--- src/ssx_defs.svh ---
/*
 * Constants of the slot integer exchange: register offsets, bit
 * positions of the command and status words, reset values.
 * Assumes inclusion by bare name from the design.
 */
`ifndef SSX_DEFS_SVH
`define SSX_DEFS_SVH

// ----------------------------------------------------------------
// register byte offsets and address region codes (address bits 7:5)
// ----------------------------------------------------------------
`define SSX_OFF_CTRL    8'h00
`define SSX_OFF_TARE    8'h04
`define SSX_OFF_TARGET  8'h08
`define SSX_OFF_MSG     8'h0C
`define SSX_REG_OUTW    3'h1
`define SSX_REG_INW     3'h2

// ----------------------------------------------------------------
// command word fields
// ----------------------------------------------------------------
`define SSX_CMD_SEL_LSB 0
`define SSX_CMD_LD_TARE 3
`define SSX_CMD_CLR_TARE 4
`define SSX_CMD_TARE    5
`define SSX_CMD_PRINT   6
`define SSX_CMD_ZERO    7
`define SSX_CMD_TARGET  8
`define SSX_CMD_MSG_LSB 9
`define SSX_CMD_OUT_LSB 12
`define SSX_CMD_LD_TGT  15

// ----------------------------------------------------------------
// status word fields and message register prompt bit
// ----------------------------------------------------------------
`define SSX_ST_TGT_LSB  0
`define SSX_ST_CMP_LSB  3
`define SSX_ST_ENTER    8
`define SSX_ST_IN_LSB   9
`define SSX_ST_MOTION   12
`define SSX_ST_NET      13
`define SSX_ST_BUSY     14
`define SSX_ST_OK       15
`define SSX_MSG_PROMPT_BIT 3

// ----------------------------------------------------------------
// select codes, display codes and reset values
// ----------------------------------------------------------------
`define SSX_SEL_GROSS   3'h0
`define SSX_SEL_NET     3'h1
`define SSX_SEL_DISP    3'h2
`define SSX_SEL_TARE    3'h3
`define SSX_SEL_TARGET  3'h4
`define SSX_SEL_RATE    3'h5
`define SSX_MSG_NONE    3'h0
`define SSX_MSG_PROMPT  3'h6
`define SSX_SLOTS_RST   2'h0
`define SSX_WORD_RST    16'h0000

`endif

--- src/ssx_pkg.sv ---
/*
 * Types of the slot integer exchange.
 * Assumes ssx_defs.svh sits in the same folder.
 */
package ssx_pkg;
    typedef enum logic [1:0] {
        SSX_IDLE = 2'b00,
        SSX_CMD  = 2'b01,
        SSX_FILL = 2'b10
    } ssx_state_t;

    typedef logic [15:0] ssx_word_t;
    typedef logic [1:0]  ssx_slot_t;
endpackage

--- src/ssx_exchange.sv ---
/*
 * Slot integer exchange of a weighing indicator: holds the
 * controller's download and command words of up to four slots,
 * acts on slot 0 command edges once per interface update cycle, and
 * builds the weight and status words returned per slot.
 * Assumes an Avalon-MM master on CLK_I, update and conversion
 * ticks from indicator logic on the same clock, and raw discrete
 * input pins.
 */
`timescale 1ns/1ps
`include "ssx_defs.svh"

module ssx_exchange (
    input  wire logic        CLK_I,
    input  wire logic        NRST_I,
    input  wire logic [7:0]  AVS_ADDRESS_I,
    input  wire logic        AVS_READ_I,
    input  wire logic        AVS_WRITE_I,
    input  wire logic [31:0] AVS_WRITEDATA_I,
    input  wire logic [3:0]  AVS_BYTEENABLE_I,
    output logic      [31:0] AVS_READDATA_O,
    output logic             AVS_WAITREQUEST_O,
    input  wire logic        UPD_TICK_I,
    input  wire logic        CONV_TICK_I,
    input  wire logic [15:0] GROSS_I,
    input  wire logic [15:0] DISP_I,
    input  wire logic [15:0] RATE_I,
    input  wire logic [2:0]  TGT_STATE_I,
    input  wire logic [4:0]  CMP_I,
    input  wire logic [2:0]  DIN_I,
    input  wire logic        ENTER_KEY_I,
    input  wire logic        MOTION_I,
    input  wire logic        POWERUP_I,
    input  wire logic        SETUP_I,
    input  wire logic        OVER_CAP_I,
    input  wire logic        UNDER_ZERO_I,
    input  wire logic        X10_I,
    input  wire logic        ZERO_RANGE_OK_I,
    input  wire logic [2:0]  OWN_OUT_EN_I,
    input  wire logic [2:0]  OWN_OUT_I,
    output logic      [2:0]  DOUT_O,
    output logic             PRINT_REQ_O,
    output logic             ZERO_REQ_O,
    output logic             TGT_START_O,
    output logic             TGT_ABORT_O,
    output logic      [15:0] TARGET_VAL_O,
    output logic      [15:0] TARE_VAL_O,
    output logic             NET_MODE_O,
    output logic             MSG_START_O,
    output logic      [2:0]  DISPLAY_CODE_O,
    output logic             PROMPT_FLAG_O,
    output logic             UPD_BUSY_O
);

    // ------------------------------------------------------------
    // reset release and pin synchronisers
    // ------------------------------------------------------------
    logic [1:0] rst_sync;
    logic       rst_n;
    logic [2:0] din_s1;
    logic [2:0] din_s2;

    always_ff @(posedge CLK_I or negedge NRST_I) begin
        if (!NRST_I) begin
            rst_sync <= 2'b00;
        end else begin
            rst_sync <= {rst_sync[0], 1'b1};
        end
    end
    assign rst_n = rst_sync[1];

    always_ff @(posedge CLK_I or negedge rst_n) begin
        if (!rst_n) begin
            din_s1 <= 3'b000;
            din_s2 <= 3'b000;
        end else begin
            din_s1 <= DIN_I;
            din_s2 <= din_s1;
        end
    end

    // ------------------------------------------------------------
    // state
    // ------------------------------------------------------------
    ssx_pkg::ssx_state_t state;
    ssx_pkg::ssx_slot_t  slots_m1;
    ssx_pkg::ssx_word_t  out_word [4];
    ssx_pkg::ssx_word_t  cmd_word [4];
    ssx_pkg::ssx_word_t  in_word  [4];
    ssx_pkg::ssx_word_t  st_word  [4];
    ssx_pkg::ssx_word_t  cmd_snap;
    ssx_pkg::ssx_word_t  out_snap;
    ssx_pkg::ssx_word_t  cmd_prev;
    logic [15:0] tare_reg;
    logic [15:0] target_reg;
    logic        net_mode;
    logic        enter_flag;
    logic        prompt_flag;
    logic [2:0]  disp_code;
    logic [2:0]  din_conv;
    logic [2:0]  dout_req;
    logic        bus_ack;
    logic [31:0] next_rdata;
    logic [15:0] rise;
    logic [15:0] fall;
    logic        data_ok;
    logic [15:0] net_wt;
    logic        msg_change;
    logic        prompt_clr;

    // ------------------------------------------------------------
    // update cycle sequencer
    // ------------------------------------------------------------
    always_ff @(posedge CLK_I or negedge rst_n) begin
        if (!rst_n) begin
            state <= ssx_pkg::SSX_IDLE;
        end else begin
            case (state)
                ssx_pkg::SSX_IDLE: begin
                    if (UPD_TICK_I) begin
                        state <= ssx_pkg::SSX_CMD;
                    end
                end
                ssx_pkg::SSX_CMD:  state <= ssx_pkg::SSX_FILL;
                ssx_pkg::SSX_FILL: state <= ssx_pkg::SSX_IDLE;
                default:           state <= ssx_pkg::SSX_IDLE;
            endcase
        end
    end

    // busy spans edge handling and word rebuild
    assign UPD_BUSY_O = (state != ssx_pkg::SSX_IDLE);

    // snapshot at the tick so a bus write mid-cycle cannot tear
    always_ff @(posedge CLK_I or negedge rst_n) begin
        if (!rst_n) begin
            cmd_snap <= `SSX_WORD_RST;
            out_snap <= `SSX_WORD_RST;
            cmd_prev <= `SSX_WORD_RST;
        end else if (state == ssx_pkg::SSX_IDLE && UPD_TICK_I) begin
            cmd_snap <= cmd_word[0];
            out_snap <= out_word[0];
        end else if (state == ssx_pkg::SSX_CMD) begin
            cmd_prev <= cmd_snap;
        end
    end

    assign rise = (state == ssx_pkg::SSX_CMD) ? (cmd_snap & ~cmd_prev)
                                              : 16'h0000;
    assign fall = (state == ssx_pkg::SSX_CMD) ? (~cmd_snap & cmd_prev)
                                              : 16'h0000;

    // ------------------------------------------------------------
    // tare, net mode, target
    // ------------------------------------------------------------
    always_ff @(posedge CLK_I or negedge rst_n) begin
        if (!rst_n) begin
            tare_reg <= `SSX_WORD_RST;
            net_mode <= 1'b0;
        end else if (rise[`SSX_CMD_LD_TARE]) begin
            tare_reg <= out_snap;
            net_mode <= 1'b1;
        end else if (rise[`SSX_CMD_CLR_TARE]) begin
            tare_reg <= `SSX_WORD_RST;
            net_mode <= 1'b0;
        end else if (rise[`SSX_CMD_TARE] && !MOTION_I) begin
            tare_reg <= GROSS_I;
            net_mode <= 1'b1;
        end
    end

    always_ff @(posedge CLK_I or negedge rst_n) begin
        if (!rst_n) begin
            target_reg <= `SSX_WORD_RST;
        end else if (rise[`SSX_CMD_LD_TGT]) begin
            target_reg <= out_snap;
        end
    end

    // ------------------------------------------------------------
    // one-cycle requests toward indicator logic
    // ------------------------------------------------------------
    always_ff @(posedge CLK_I or negedge rst_n) begin
        if (!rst_n) begin
            PRINT_REQ_O <= 1'b0;
            ZERO_REQ_O  <= 1'b0;
            TGT_START_O <= 1'b0;
            TGT_ABORT_O <= 1'b0;
            MSG_START_O <= 1'b0;
        end else begin
            PRINT_REQ_O <= rise[`SSX_CMD_PRINT];
            ZERO_REQ_O  <= rise[`SSX_CMD_ZERO] && ZERO_RANGE_OK_I;
            TGT_START_O <= rise[`SSX_CMD_TARGET];
            TGT_ABORT_O <= fall[`SSX_CMD_TARGET];
            MSG_START_O <= msg_change
                && cmd_prev[`SSX_CMD_MSG_LSB +: 3] == `SSX_MSG_NONE
                && cmd_snap[`SSX_CMD_MSG_LSB +: 3] != `SSX_MSG_NONE;
        end
    end

    // ------------------------------------------------------------
    // message display
    // ------------------------------------------------------------
    assign msg_change = (state == ssx_pkg::SSX_CMD)
        && (cmd_snap[`SSX_CMD_MSG_LSB +: 3] != cmd_prev[`SSX_CMD_MSG_LSB +: 3]);

    // a held nonzero code never restarts; the field must pass zero
    always_ff @(posedge CLK_I or negedge rst_n) begin
        if (!rst_n) begin
            disp_code <= `SSX_MSG_NONE;
        end else if (msg_change
                     && cmd_prev[`SSX_CMD_MSG_LSB +: 3] == `SSX_MSG_NONE) begin
            disp_code <= cmd_snap[`SSX_CMD_MSG_LSB +: 3];
        end
    end

    assign prompt_clr = AVS_WRITE_I && bus_ack && AVS_BYTEENABLE_I[0]
        && AVS_ADDRESS_I == `SSX_OFF_MSG
        && AVS_WRITEDATA_I[`SSX_MSG_PROMPT_BIT];

    // set wins over software clear
    always_ff @(posedge CLK_I or negedge rst_n) begin
        if (!rst_n) begin
            prompt_flag <= 1'b0;
        end else if (msg_change
                     && cmd_prev[`SSX_CMD_MSG_LSB +: 3] == `SSX_MSG_NONE
                     && cmd_snap[`SSX_CMD_MSG_LSB +: 3] == `SSX_MSG_PROMPT) begin
            prompt_flag <= 1'b1;
        end else if (prompt_clr) begin
            prompt_flag <= 1'b0;
        end
    end

    // key press wins over a clear in the same cycle
    always_ff @(posedge CLK_I or negedge rst_n) begin
        if (!rst_n) begin
            enter_flag <= 1'b0;
        end else if (ENTER_KEY_I) begin
            enter_flag <= 1'b1;
        end else if (msg_change) begin
            enter_flag <= 1'b0;
        end
    end

    // ------------------------------------------------------------
    // discrete I/O at conversion rate
    // ------------------------------------------------------------
    always_ff @(posedge CLK_I or negedge rst_n) begin
        if (!rst_n) begin
            dout_req <= 3'b000;
        end else if (state == ssx_pkg::SSX_CMD) begin
            dout_req <= cmd_snap[`SSX_CMD_OUT_LSB +: 3];
        end
    end

    // lag up to one conversion period is inherent, not a fault
    always_ff @(posedge CLK_I or negedge rst_n) begin
        if (!rst_n) begin
            DOUT_O   <= 3'b000;
            din_conv <= 3'b000;
        end else if (CONV_TICK_I) begin
            DOUT_O   <= (OWN_OUT_EN_I & OWN_OUT_I)
                      | (~OWN_OUT_EN_I & dout_req);
            din_conv <= din_s2;
        end
    end

    // ------------------------------------------------------------
    // response words, one generate slice per slot
    // ------------------------------------------------------------
    assign data_ok = !(POWERUP_I || SETUP_I || OVER_CAP_I
                       || UNDER_ZERO_I || X10_I);
    assign net_wt  = GROSS_I - tare_reg;

    for (genvar s = 0; s < 4; s++) begin : g_slot
        logic [15:0] pick;

        always_comb begin
            case (cmd_word[s][`SSX_CMD_SEL_LSB +: 3])
                `SSX_SEL_NET:    pick = net_wt;
                `SSX_SEL_DISP:   pick = DISP_I;
                `SSX_SEL_TARE:   pick = tare_reg;
                `SSX_SEL_TARGET: pick = target_reg;
                `SSX_SEL_RATE:   pick = RATE_I;
                default:         pick = GROSS_I;
            endcase
        end

        always_ff @(posedge CLK_I or negedge rst_n) begin
            if (!rst_n) begin
                in_word[s] <= `SSX_WORD_RST;
                st_word[s] <= `SSX_WORD_RST;
            end else if (state == ssx_pkg::SSX_FILL) begin
                in_word[s] <= data_ok ? pick : `SSX_WORD_RST;
                st_word[s] <= {data_ok,
                               1'b0,
                               net_mode,
                               MOTION_I,
                               din_conv,
                               enter_flag,
                               CMP_I[0], CMP_I[1], CMP_I[2],
                               CMP_I[3], CMP_I[4],
                               TGT_STATE_I};
            end
        end
    end

    // ------------------------------------------------------------
    // Avalon-MM slave: one wait cycle, then answer
    // ------------------------------------------------------------
    assign AVS_WAITREQUEST_O = (AVS_READ_I || AVS_WRITE_I) && !bus_ack;

    always_ff @(posedge CLK_I or negedge rst_n) begin
        if (!rst_n) begin
            bus_ack <= 1'b0;
        end else begin
            bus_ack <= (AVS_READ_I || AVS_WRITE_I) && !bus_ack;
        end
    end

    function automatic logic [15:0] merge16(input logic [15:0] old_v,
                                            input logic [31:0] new_v,
                                            input logic [3:0]  be);
        merge16 = {be[1] ? new_v[15:8] : old_v[15:8],
                   be[0] ? new_v[7:0]  : old_v[7:0]};
    endfunction

    always_ff @(posedge CLK_I or negedge rst_n) begin
        if (!rst_n) begin
            slots_m1 <= `SSX_SLOTS_RST;
        end else if (AVS_WRITE_I && bus_ack && AVS_BYTEENABLE_I[0]
                     && AVS_ADDRESS_I == `SSX_OFF_CTRL) begin
            slots_m1 <= AVS_WRITEDATA_I[1:0];
        end
    end

    for (genvar s = 0; s < 4; s++) begin : g_wr
        always_ff @(posedge CLK_I or negedge rst_n) begin
            if (!rst_n) begin
                out_word[s] <= `SSX_WORD_RST;
                cmd_word[s] <= `SSX_WORD_RST;
            end else if (AVS_WRITE_I && bus_ack
                         && AVS_ADDRESS_I[7:5] == `SSX_REG_OUTW
                         && AVS_ADDRESS_I[4:3] == 2'(s)
                         && 2'(s) <= slots_m1) begin
                if (AVS_ADDRESS_I[2]) begin
                    cmd_word[s] <= merge16(cmd_word[s], AVS_WRITEDATA_I,
                                           AVS_BYTEENABLE_I);
                end else begin
                    out_word[s] <= merge16(out_word[s], AVS_WRITEDATA_I,
                                           AVS_BYTEENABLE_I);
                end
            end
        end
    end

    always_comb begin
        next_rdata = 32'h0000_0000;
        if (AVS_ADDRESS_I == `SSX_OFF_CTRL) begin
            next_rdata = {30'h0000_0000, slots_m1};
        end else if (AVS_ADDRESS_I == `SSX_OFF_TARE) begin
            next_rdata = {16'h0000, tare_reg};
        end else if (AVS_ADDRESS_I == `SSX_OFF_TARGET) begin
            next_rdata = {16'h0000, target_reg};
        end else if (AVS_ADDRESS_I == `SSX_OFF_MSG) begin
            next_rdata = {28'h000_0000, prompt_flag, disp_code};
        end else if (AVS_ADDRESS_I[7:5] == `SSX_REG_OUTW
                     && AVS_ADDRESS_I[4:3] <= slots_m1) begin
            next_rdata = {16'h0000, AVS_ADDRESS_I[2]
                          ? cmd_word[AVS_ADDRESS_I[4:3]]
                          : out_word[AVS_ADDRESS_I[4:3]]};
        end else if (AVS_ADDRESS_I[7:5] == `SSX_REG_INW
                     && AVS_ADDRESS_I[4:3] <= slots_m1) begin
            // busy bit is live so a read mid-update is flagged
            next_rdata = {16'h0000, AVS_ADDRESS_I[2]
                          ? (st_word[AVS_ADDRESS_I[4:3]]
                             | {1'b0, UPD_BUSY_O, 14'h0000})
                          : in_word[AVS_ADDRESS_I[4:3]]};
        end
    end

    always_ff @(posedge CLK_I or negedge rst_n) begin
        if (!rst_n) begin
            AVS_READDATA_O <= 32'h0000_0000;
        end else if (AVS_READ_I && !bus_ack) begin
            AVS_READDATA_O <= next_rdata;
        end
    end

    // ------------------------------------------------------------
    // state toward indicator logic
    // ------------------------------------------------------------
    assign TARGET_VAL_O   = target_reg;
    assign TARE_VAL_O     = tare_reg;
    assign NET_MODE_O     = net_mode;
    assign DISPLAY_CODE_O = disp_code;
    assign PROMPT_FLAG_O  = prompt_flag;

endmodule

--- config.mk ---
export PLATFORM = sky130hd
export DESIGN_NAME = ssx_exchange
export DESIGN_NICKNAME = d
export VERILOG_FILES = /design/src/ssx_pkg.sv /design/src/ssx_exchange.sv
export VERILOG_INCLUDE_DIRS = /design/src
export SDC_FILE = /design/constraint.sdc
export NUM_CORES = 1
export LEC_CHECK = 0
export BUFFER_PORTS_ARGS = -buffer_cell sky130_fd_sc_hd__buf_2
export CAP_MARGIN = 10
export CELL_PAD_IN_SITES_DETAIL_PLACEMENT = 2
export CELL_PAD_IN_SITES_GLOBAL_PLACEMENT = 2
export CORE_MARGIN = 10
export CORE_UTILIZATION = 35
export DETAILED_ROUTE_END_ITERATION = 8
export MAX_ROUTING_LAYER = met4
export PLACE_DENSITY = 0.77
export SYNTH_ARGS = -nofsm -noshare
export SYNTH_HDL_FRONTEND = slang
export SYNTH_SLANG_ARGS = --single-unit
--- constraint.sdc ---
create_clock -name CLK_I -period 10 [get_ports CLK_I]
set_clock_uncertainty 0.15 [all_clocks]
set_input_delay 0.5 -clock CLK_I [delete_from_list [all_inputs] [get_ports CLK_I]]
set_output_delay 0.5 -clock CLK_I [all_outputs]
set_load 0.1 [all_outputs]
## Yosys cells after proc, flatten, opt, wreduce, memory -nomap -nowiden

Cells that the tools add are included.

- Add/sub/neg operators: 1
- Muxes and demuxes: 42
- Equality and inequality tests: 33
- Bitwise gates (word level): 12
- Reductions and logical operators: 59
- Order comparisons: 6

Operator list:

| kind | number |
|---|---|
| $mux 16 | 24 |
| $pmux 16 s5 | 4 |
| $bmux 16 s2 | 4 |
| $reduce_and 3->1 | 16 |
| $eq 3x2->1 const B | 9 |
| $eq 3x3->1 const B | 9 |
| $logic_and 1x1->1 | 25 |
| $and 16x16->16 | 1 |
| $eq 8x4->1 const B | 2 |
| $not 16->16 | 1 |
| $or 16x15->16 | 1 |
| $sub 16x16->16 | 1 |
| $eq 3x1->1 const B | 5 |
| $and 9x9->9 | 1 |
| $mux 9 | 1 |
| $not 9->9 | 1 |
| $eq 8x3->1 const B | 1 |
| $logic_not 8->1 | 1 |
| $mux 1 | 7 |
| $and 3x3->3 | 2 |
| $eq 2x2->1 const B | 3 |
| $reduce_bool 2->1 | 3 |
| $reduce_bool 3->1 | 2 |
| $logic_or 1x1->1 | 5 |
| other kinds (17) | 24 |

- Flip-flop bits (word level): 352
- Input port bits: 123

## Depth between registers and ports, before layout

- Depth after elaboration: 12
- Depth in mapped cells: 12
- Mapped depth without buffers: 11

## Worst setup path before layout

No wires, ideal clock.

- Path type: flip-flop to flip-flop
- From: reg tare_reg[0], in the netlist TARE_VAL_O[0]
- To: reg in_word[28] in the netlist's numbering
- Stages on the path, launching flop included: 11
- Setup slack: 6,812 ps
- Buffers on the path: 0
- Setup time: 141 ps
- Arrival: 2,897 ps
- Period minus slack after synthesis: 3,188 ps
- Path through: dfrtp_1 -> ha_1 -> inv_1 -> fa_1 -> a21oi_1 -> o211ai_1 -> a21oi_1 -> o21bai_1 -> a21oi_1 -> xor2_1 -> o221ai_1

- Longest elaborated chain between the ends: 3

RTL lines:

| item | line | source |
|---|---|---|
| start, declared | ssx_exchange.sv:94 | `logic [15:0] tare_reg;` |
| start signal, assigned | ssx_exchange.sv:158 | `` tare_reg <= `SSX_WORD_RST; `` |
| start signal, assigned | ssx_exchange.sv:161 | `tare_reg <= out_snap;` |
| start signal, assigned | ssx_exchange.sv:164 | `` tare_reg <= `SSX_WORD_RST; `` |
| $sub 16x16->16 | ssx_exchange.sv:273 | `assign net_wt = GROSS_I - tare_reg;` |
| $pmux 16 s5 | ssx_exchange.sv:279 | `` case (cmd_word[s][`SSX_CMD_SEL_LSB +: 3]) `` |
| $mux 16 (no line) | n/a |  |
| end signal, assigned by index | ssx_exchange.sv:291 | `` in_word[s] <= `SSX_WORD_RST; `` |
| end signal, assigned by index | ssx_exchange.sv:294 | `` in_word[s] <= data_ok ? pick : `SSX_WORD_RST; `` |
| end, declared | ssx_exchange.sv:89 | `ssx_pkg::ssx_word_t in_word [4];` |

No other way between the ends.
A chain may end at the register's enable or synchronous reset.

## Final worst setup path

- From: in AVS_ADDRESS_I[4]
- To: reg AVS_READDATA_O[9]

- Longest elaborated chain between the ends: 12
- Elaborated cells between the ends (all ways): 29
- Those cells by class: order compare (1); eq/ne (3); mux (20); bitwise (2); reduce/logical (3)

RTL lines:

| item | line | source |
|---|---|---|
| start, declared | ssx_exchange.sv:16 | `input wire logic [7:0] AVS_ADDRESS_I,` |
| $not 2->3 (implied by the code) | n/a |  |
| $bmux 16 s2 | ssx_exchange.sv:376 | `? (st_word[AVS_ADDRESS_I[4:3]]` |
| $mux 16 (implied by the code) (2 in series) | ssx_exchange.sv:376 |  |
| $or 16x15->16 | ssx_exchange.sv:377 | `\| {1'b0, UPD_BUSY_O, 14'h0000})` |
| $mux 16 | ssx_exchange.sv:376 |  |
| $mux 16 | ssx_exchange.sv:372 | `` end else if (AVS_ADDRESS_I[7:5] == `SSX_REG_INW `` |
| $mux 16 | ssx_exchange.sv:367 | `` end else if (AVS_ADDRESS_I[7:5] == `SSX_REG_OUTW `` |
| $mux 16 | ssx_exchange.sv:365 | `` end else if (AVS_ADDRESS_I == `SSX_OFF_MSG) begin `` |
| $mux 16 | ssx_exchange.sv:363 | `` end else if (AVS_ADDRESS_I == `SSX_OFF_TARGET) begin `` |
| $mux 16 | ssx_exchange.sv:361 | `` end else if (AVS_ADDRESS_I == `SSX_OFF_TARE) begin `` |
| $mux 16 (*) | ssx_exchange.sv:359 | `` if (AVS_ADDRESS_I == `SSX_OFF_CTRL) begin `` |
| end signal, assigned | ssx_exchange.sv:386 | `AVS_READDATA_O <= next_rdata;` |
| end, declared | ssx_exchange.sv:21 | `output logic [31:0] AVS_READDATA_O,` |

Mark *: on every way between the ends. The rest lies on a longest branch, timed or not. The select of a mux whose other input is x is not followed.

==> results.yml <==
run_status:
  outcome: "completed"
cts:
  htreeDepth: 2
  cts.path.max_buffers: 3
  clk_latency_ns: 0.59
  cts_sinks: 327
  clockRootBuffer: "clkbuf_16"
  post_cts_buffers: 0
  clkSlewWorstSetupHoldPaths_ns: 0.06
  cts_tree: "done"
  cts_buffers: 40
floorplanning:
  num_rows: 83
  dieArea_um2: 61800
  die_w_um: 249
  start_util_pct: 35.5
  dieHeight_um: 249
  io_pins: 202
  core_um2: 51500
layout:
  seq_area_um2: 8190
  drive_gt1_share_pct: 27.8
  fin_cells: 2643
  nets: 2075
  multi_input_area_um2: 9330
  final_cell_area_um2: 21200
  fillerInstances: 5476
  area.growth.synth_to_final_pct: 15.8
critical_path:
  cp-start-kind: "input port"
  critPathCaptureType: "register"
  max_stage_delay_ns: 0.72
  crit_arrival_ns: 3.89
  critPathSlowestCell: "buf_4"
  worst-path-max-fanout: 52
  worstSetupPathType: "in -> reg"
  path_delay_family: "simple AND/OR/NAND/NOR gates"
  crit_required_ns: 10.32
  path_cells: "buf_2 > buf_4 > ha_1 > nor2b_1 > a2bb2oi_1 > nor2_1 > nand3b_1 > o22ai_1 > o211ai_1 > o311ai_0"
  crit_buf_inv: 2
routing:
  drc: 0
  vias_per_cell: 6.19
  vias: 16400
  routedWlPerCell_um: 31.8
  first_pass_iters: 5
  totalWireLength_mm: 84.0
  antenna_left: 0
  drt_iter0_markers: 1585
global_routing:
  first_global_vias: 18100
  track_usage_pct: 27.1
  gr-total-overflow: 0
  antenna_found_initial: 3
  grt_pass1_wl_mm: 125
  grt_max_degree: 74
synth:
  ys_ff_latch: 327
  seq_area_frac_synth_pct: 44.8
  synth_area_um2: 18300
  synth_top_cell_by_area: "dfrtp_1"
  synth-main-ff-cell: "dfrtp_1"
  post_synth.cell_area_avg_um2: 10.2
  async_flop_share_pct: 100
  netlist-cell-type-count: 77
  synthCells: 1799
  synth_area_leaders: "dfrtp_1 (45%), mux2_2 (11%), mux4_2 (6.2%), o21ai_0 (4.7%), nand2_1 (4.5%)"
  yosys_warnings: 0
  synth_top_area_share_pct: 44.8
  synth_edf_count: 0
timing:
  tightestPinTransition_ns: 1.29
  slew_violations: 0
  rsz0062_at_grt: "no"
  fin_setup_tns_ns: 0
  setup_ws_ns: 6.43
  hold_viol_final: 0
  slew-limit-headroom_pct: 13.9
  min_period_ns: 3.57
  fmax_mhz: 280
  timing.final.crit_share_pct: 35.7
  setup_viol: 0
power_and_ir_drop:
  power.density_nw_per_um2: 212
  leakagePower_nw: 9.83
  irDropWorstVdd_uv: 102
  p_total_mw: 4.49
place:
  place_inst: 2564
  hpwl_mm: 56.3
  preCtsSetupSlack_ns: 6.15
  gp_congestion: 0.936
  port_buffers: 167
  placed_area_um2: 19700
flow_run:
  drv_cap: 0
hold_path:
  hp-class: "in -> reg"
[cell usage after synthesis, drive strengths merged (3+ instances only)]
master,n
buf,63
xnor2,9
mux2,182
a221oi,10
nor2b,5
inv,48
and3,8
o22a,3
o21ai,172
clkinv,3
ha,18
mux4,50
o311ai,11
clkbuf,74
nor2,123
xor2,5
a21o,12
nand2,219
o221a,3
nand4,3
a221o,12
a21oi,153
o21a,7
nand3,21
o211ai,19
o31ai,9
mux2i,50
nor3,14
a31o,5
a22oi,18
a31oi,10
dfrtp,327
o22ai,46
a22o,3
and2,5
a32oi,7
o221ai,14
o21bai,3
nand2b,14
nor3b,9
a211oi,5
[cell usage in the layout (no fill, tap or decap), types with 19 or more instances in the layout]
cell type,count
nand3_1,21
o21ai_0,172
nor2_1,107
mux2i_1,50
o211ai_1,19
buf_2,166
buf_4,41
nand2_1,219
mux4_2,50
o22ai_1,46
a21oi_1,148
inv_1,48
dfrtp_1,326
clkbuf_16,41
mux2_2,182
[where the power goes]
part           switching (mW)  internal [mW]
Sequential              0.186           1.42
Combinational           0.954          0.334
Clock                   0.635          0.955
Total                    1.78           2.71
[what timing repair did]
item,CTS,global route
hold endpoints to repair,8,0
hold buffers,7,0
gates resized for setup,0,0
[cells by family (layout without fill, tap and decap cells)]
group / after synthesis / after routing / synth area share [%]
compound gates: 538 / 538 / 18.1
xor+xnor: 15 / 15 / 0.801
fa+ha+maj: 19 / 19 / 1.34
buf+inv: 188 / 335 / 4.72
flops: 327 / 327 / 44.8
mux: 282 / 282 / 20.1
other cells: 2 / 19 / 0.0411
simple gates: 428 / 428 / 10.2
[path summary, 6_finish.rpt]
check | from | to | slack (ns) | depth (start not counted)
max | AVS_ADDRESS_I[4] | AVS_READDATA_O[9] | 6.43 | 10
min | CMP_I[3] | st_word[4] | 0.02 | 2
max reg2reg | cmd_word[2] | in_word[4] | 6.52 | 7
min reg2reg | rst_sync[1] | in_word[51] | 0.03 | 0
max in group asynchronous | rst_sync[1] | cmd_snap[10] | 6.92 | 3
min in group asynchronous | rst_sync[1] | in_word[51] | 0.03 | 0
[registers in the layout, indices dropped and copies added (netlist names), 2 cells and up]
register / count
state: 2
cmd_prev: 10
AVS_READDATA_O: 16
DOUT_O: 3
in_word: 64
DISPLAY_CODE_O: 3
st_word: 15
rst_sync: 2
TARGET_VAL_O: 16
dout_req: 3
din_s1: 3
din_conv: 3
cmd_snap: 13
din_s2: 3
TARE_VAL_O: 16
cmd_word: 64
out_snap: 16
slots_m1: 2
out_word: 64
[metal layers]
metal,wire length (µm),share of wire [%],vias up,global-route usage [%]
met3,5880,7.0,222,6.05
met1,33300,40,8597,31.8
met5,0,0,-,-
met2,40500,48,717,43.6
met4,4220,5.0,0,13.0
li1,-,-,6822,-
[metrics by stage]
step	hold slack (ns)	utilization, %
global route	0.000375	41.1
detailed placement	0.0347	38.2
CTS	0.00181	41.1
global placement	0.0301	38.2
floorplan	0.0544	-
finish	0.0151	41.1
[layout make-up]
type / count / area share [%]
antenna: 2 / 0.0236
timing repair buffer: 214 / 5.71
multi-input combinational: 1299 / 44.1
clock buffer: 53 / 5.34
sequential: 327 / 38.7
tap: 680 / 4.02
inverter: 51 / 0.904
clock inverter: 17 / 1.28
(Power assumes the default switching activity.)
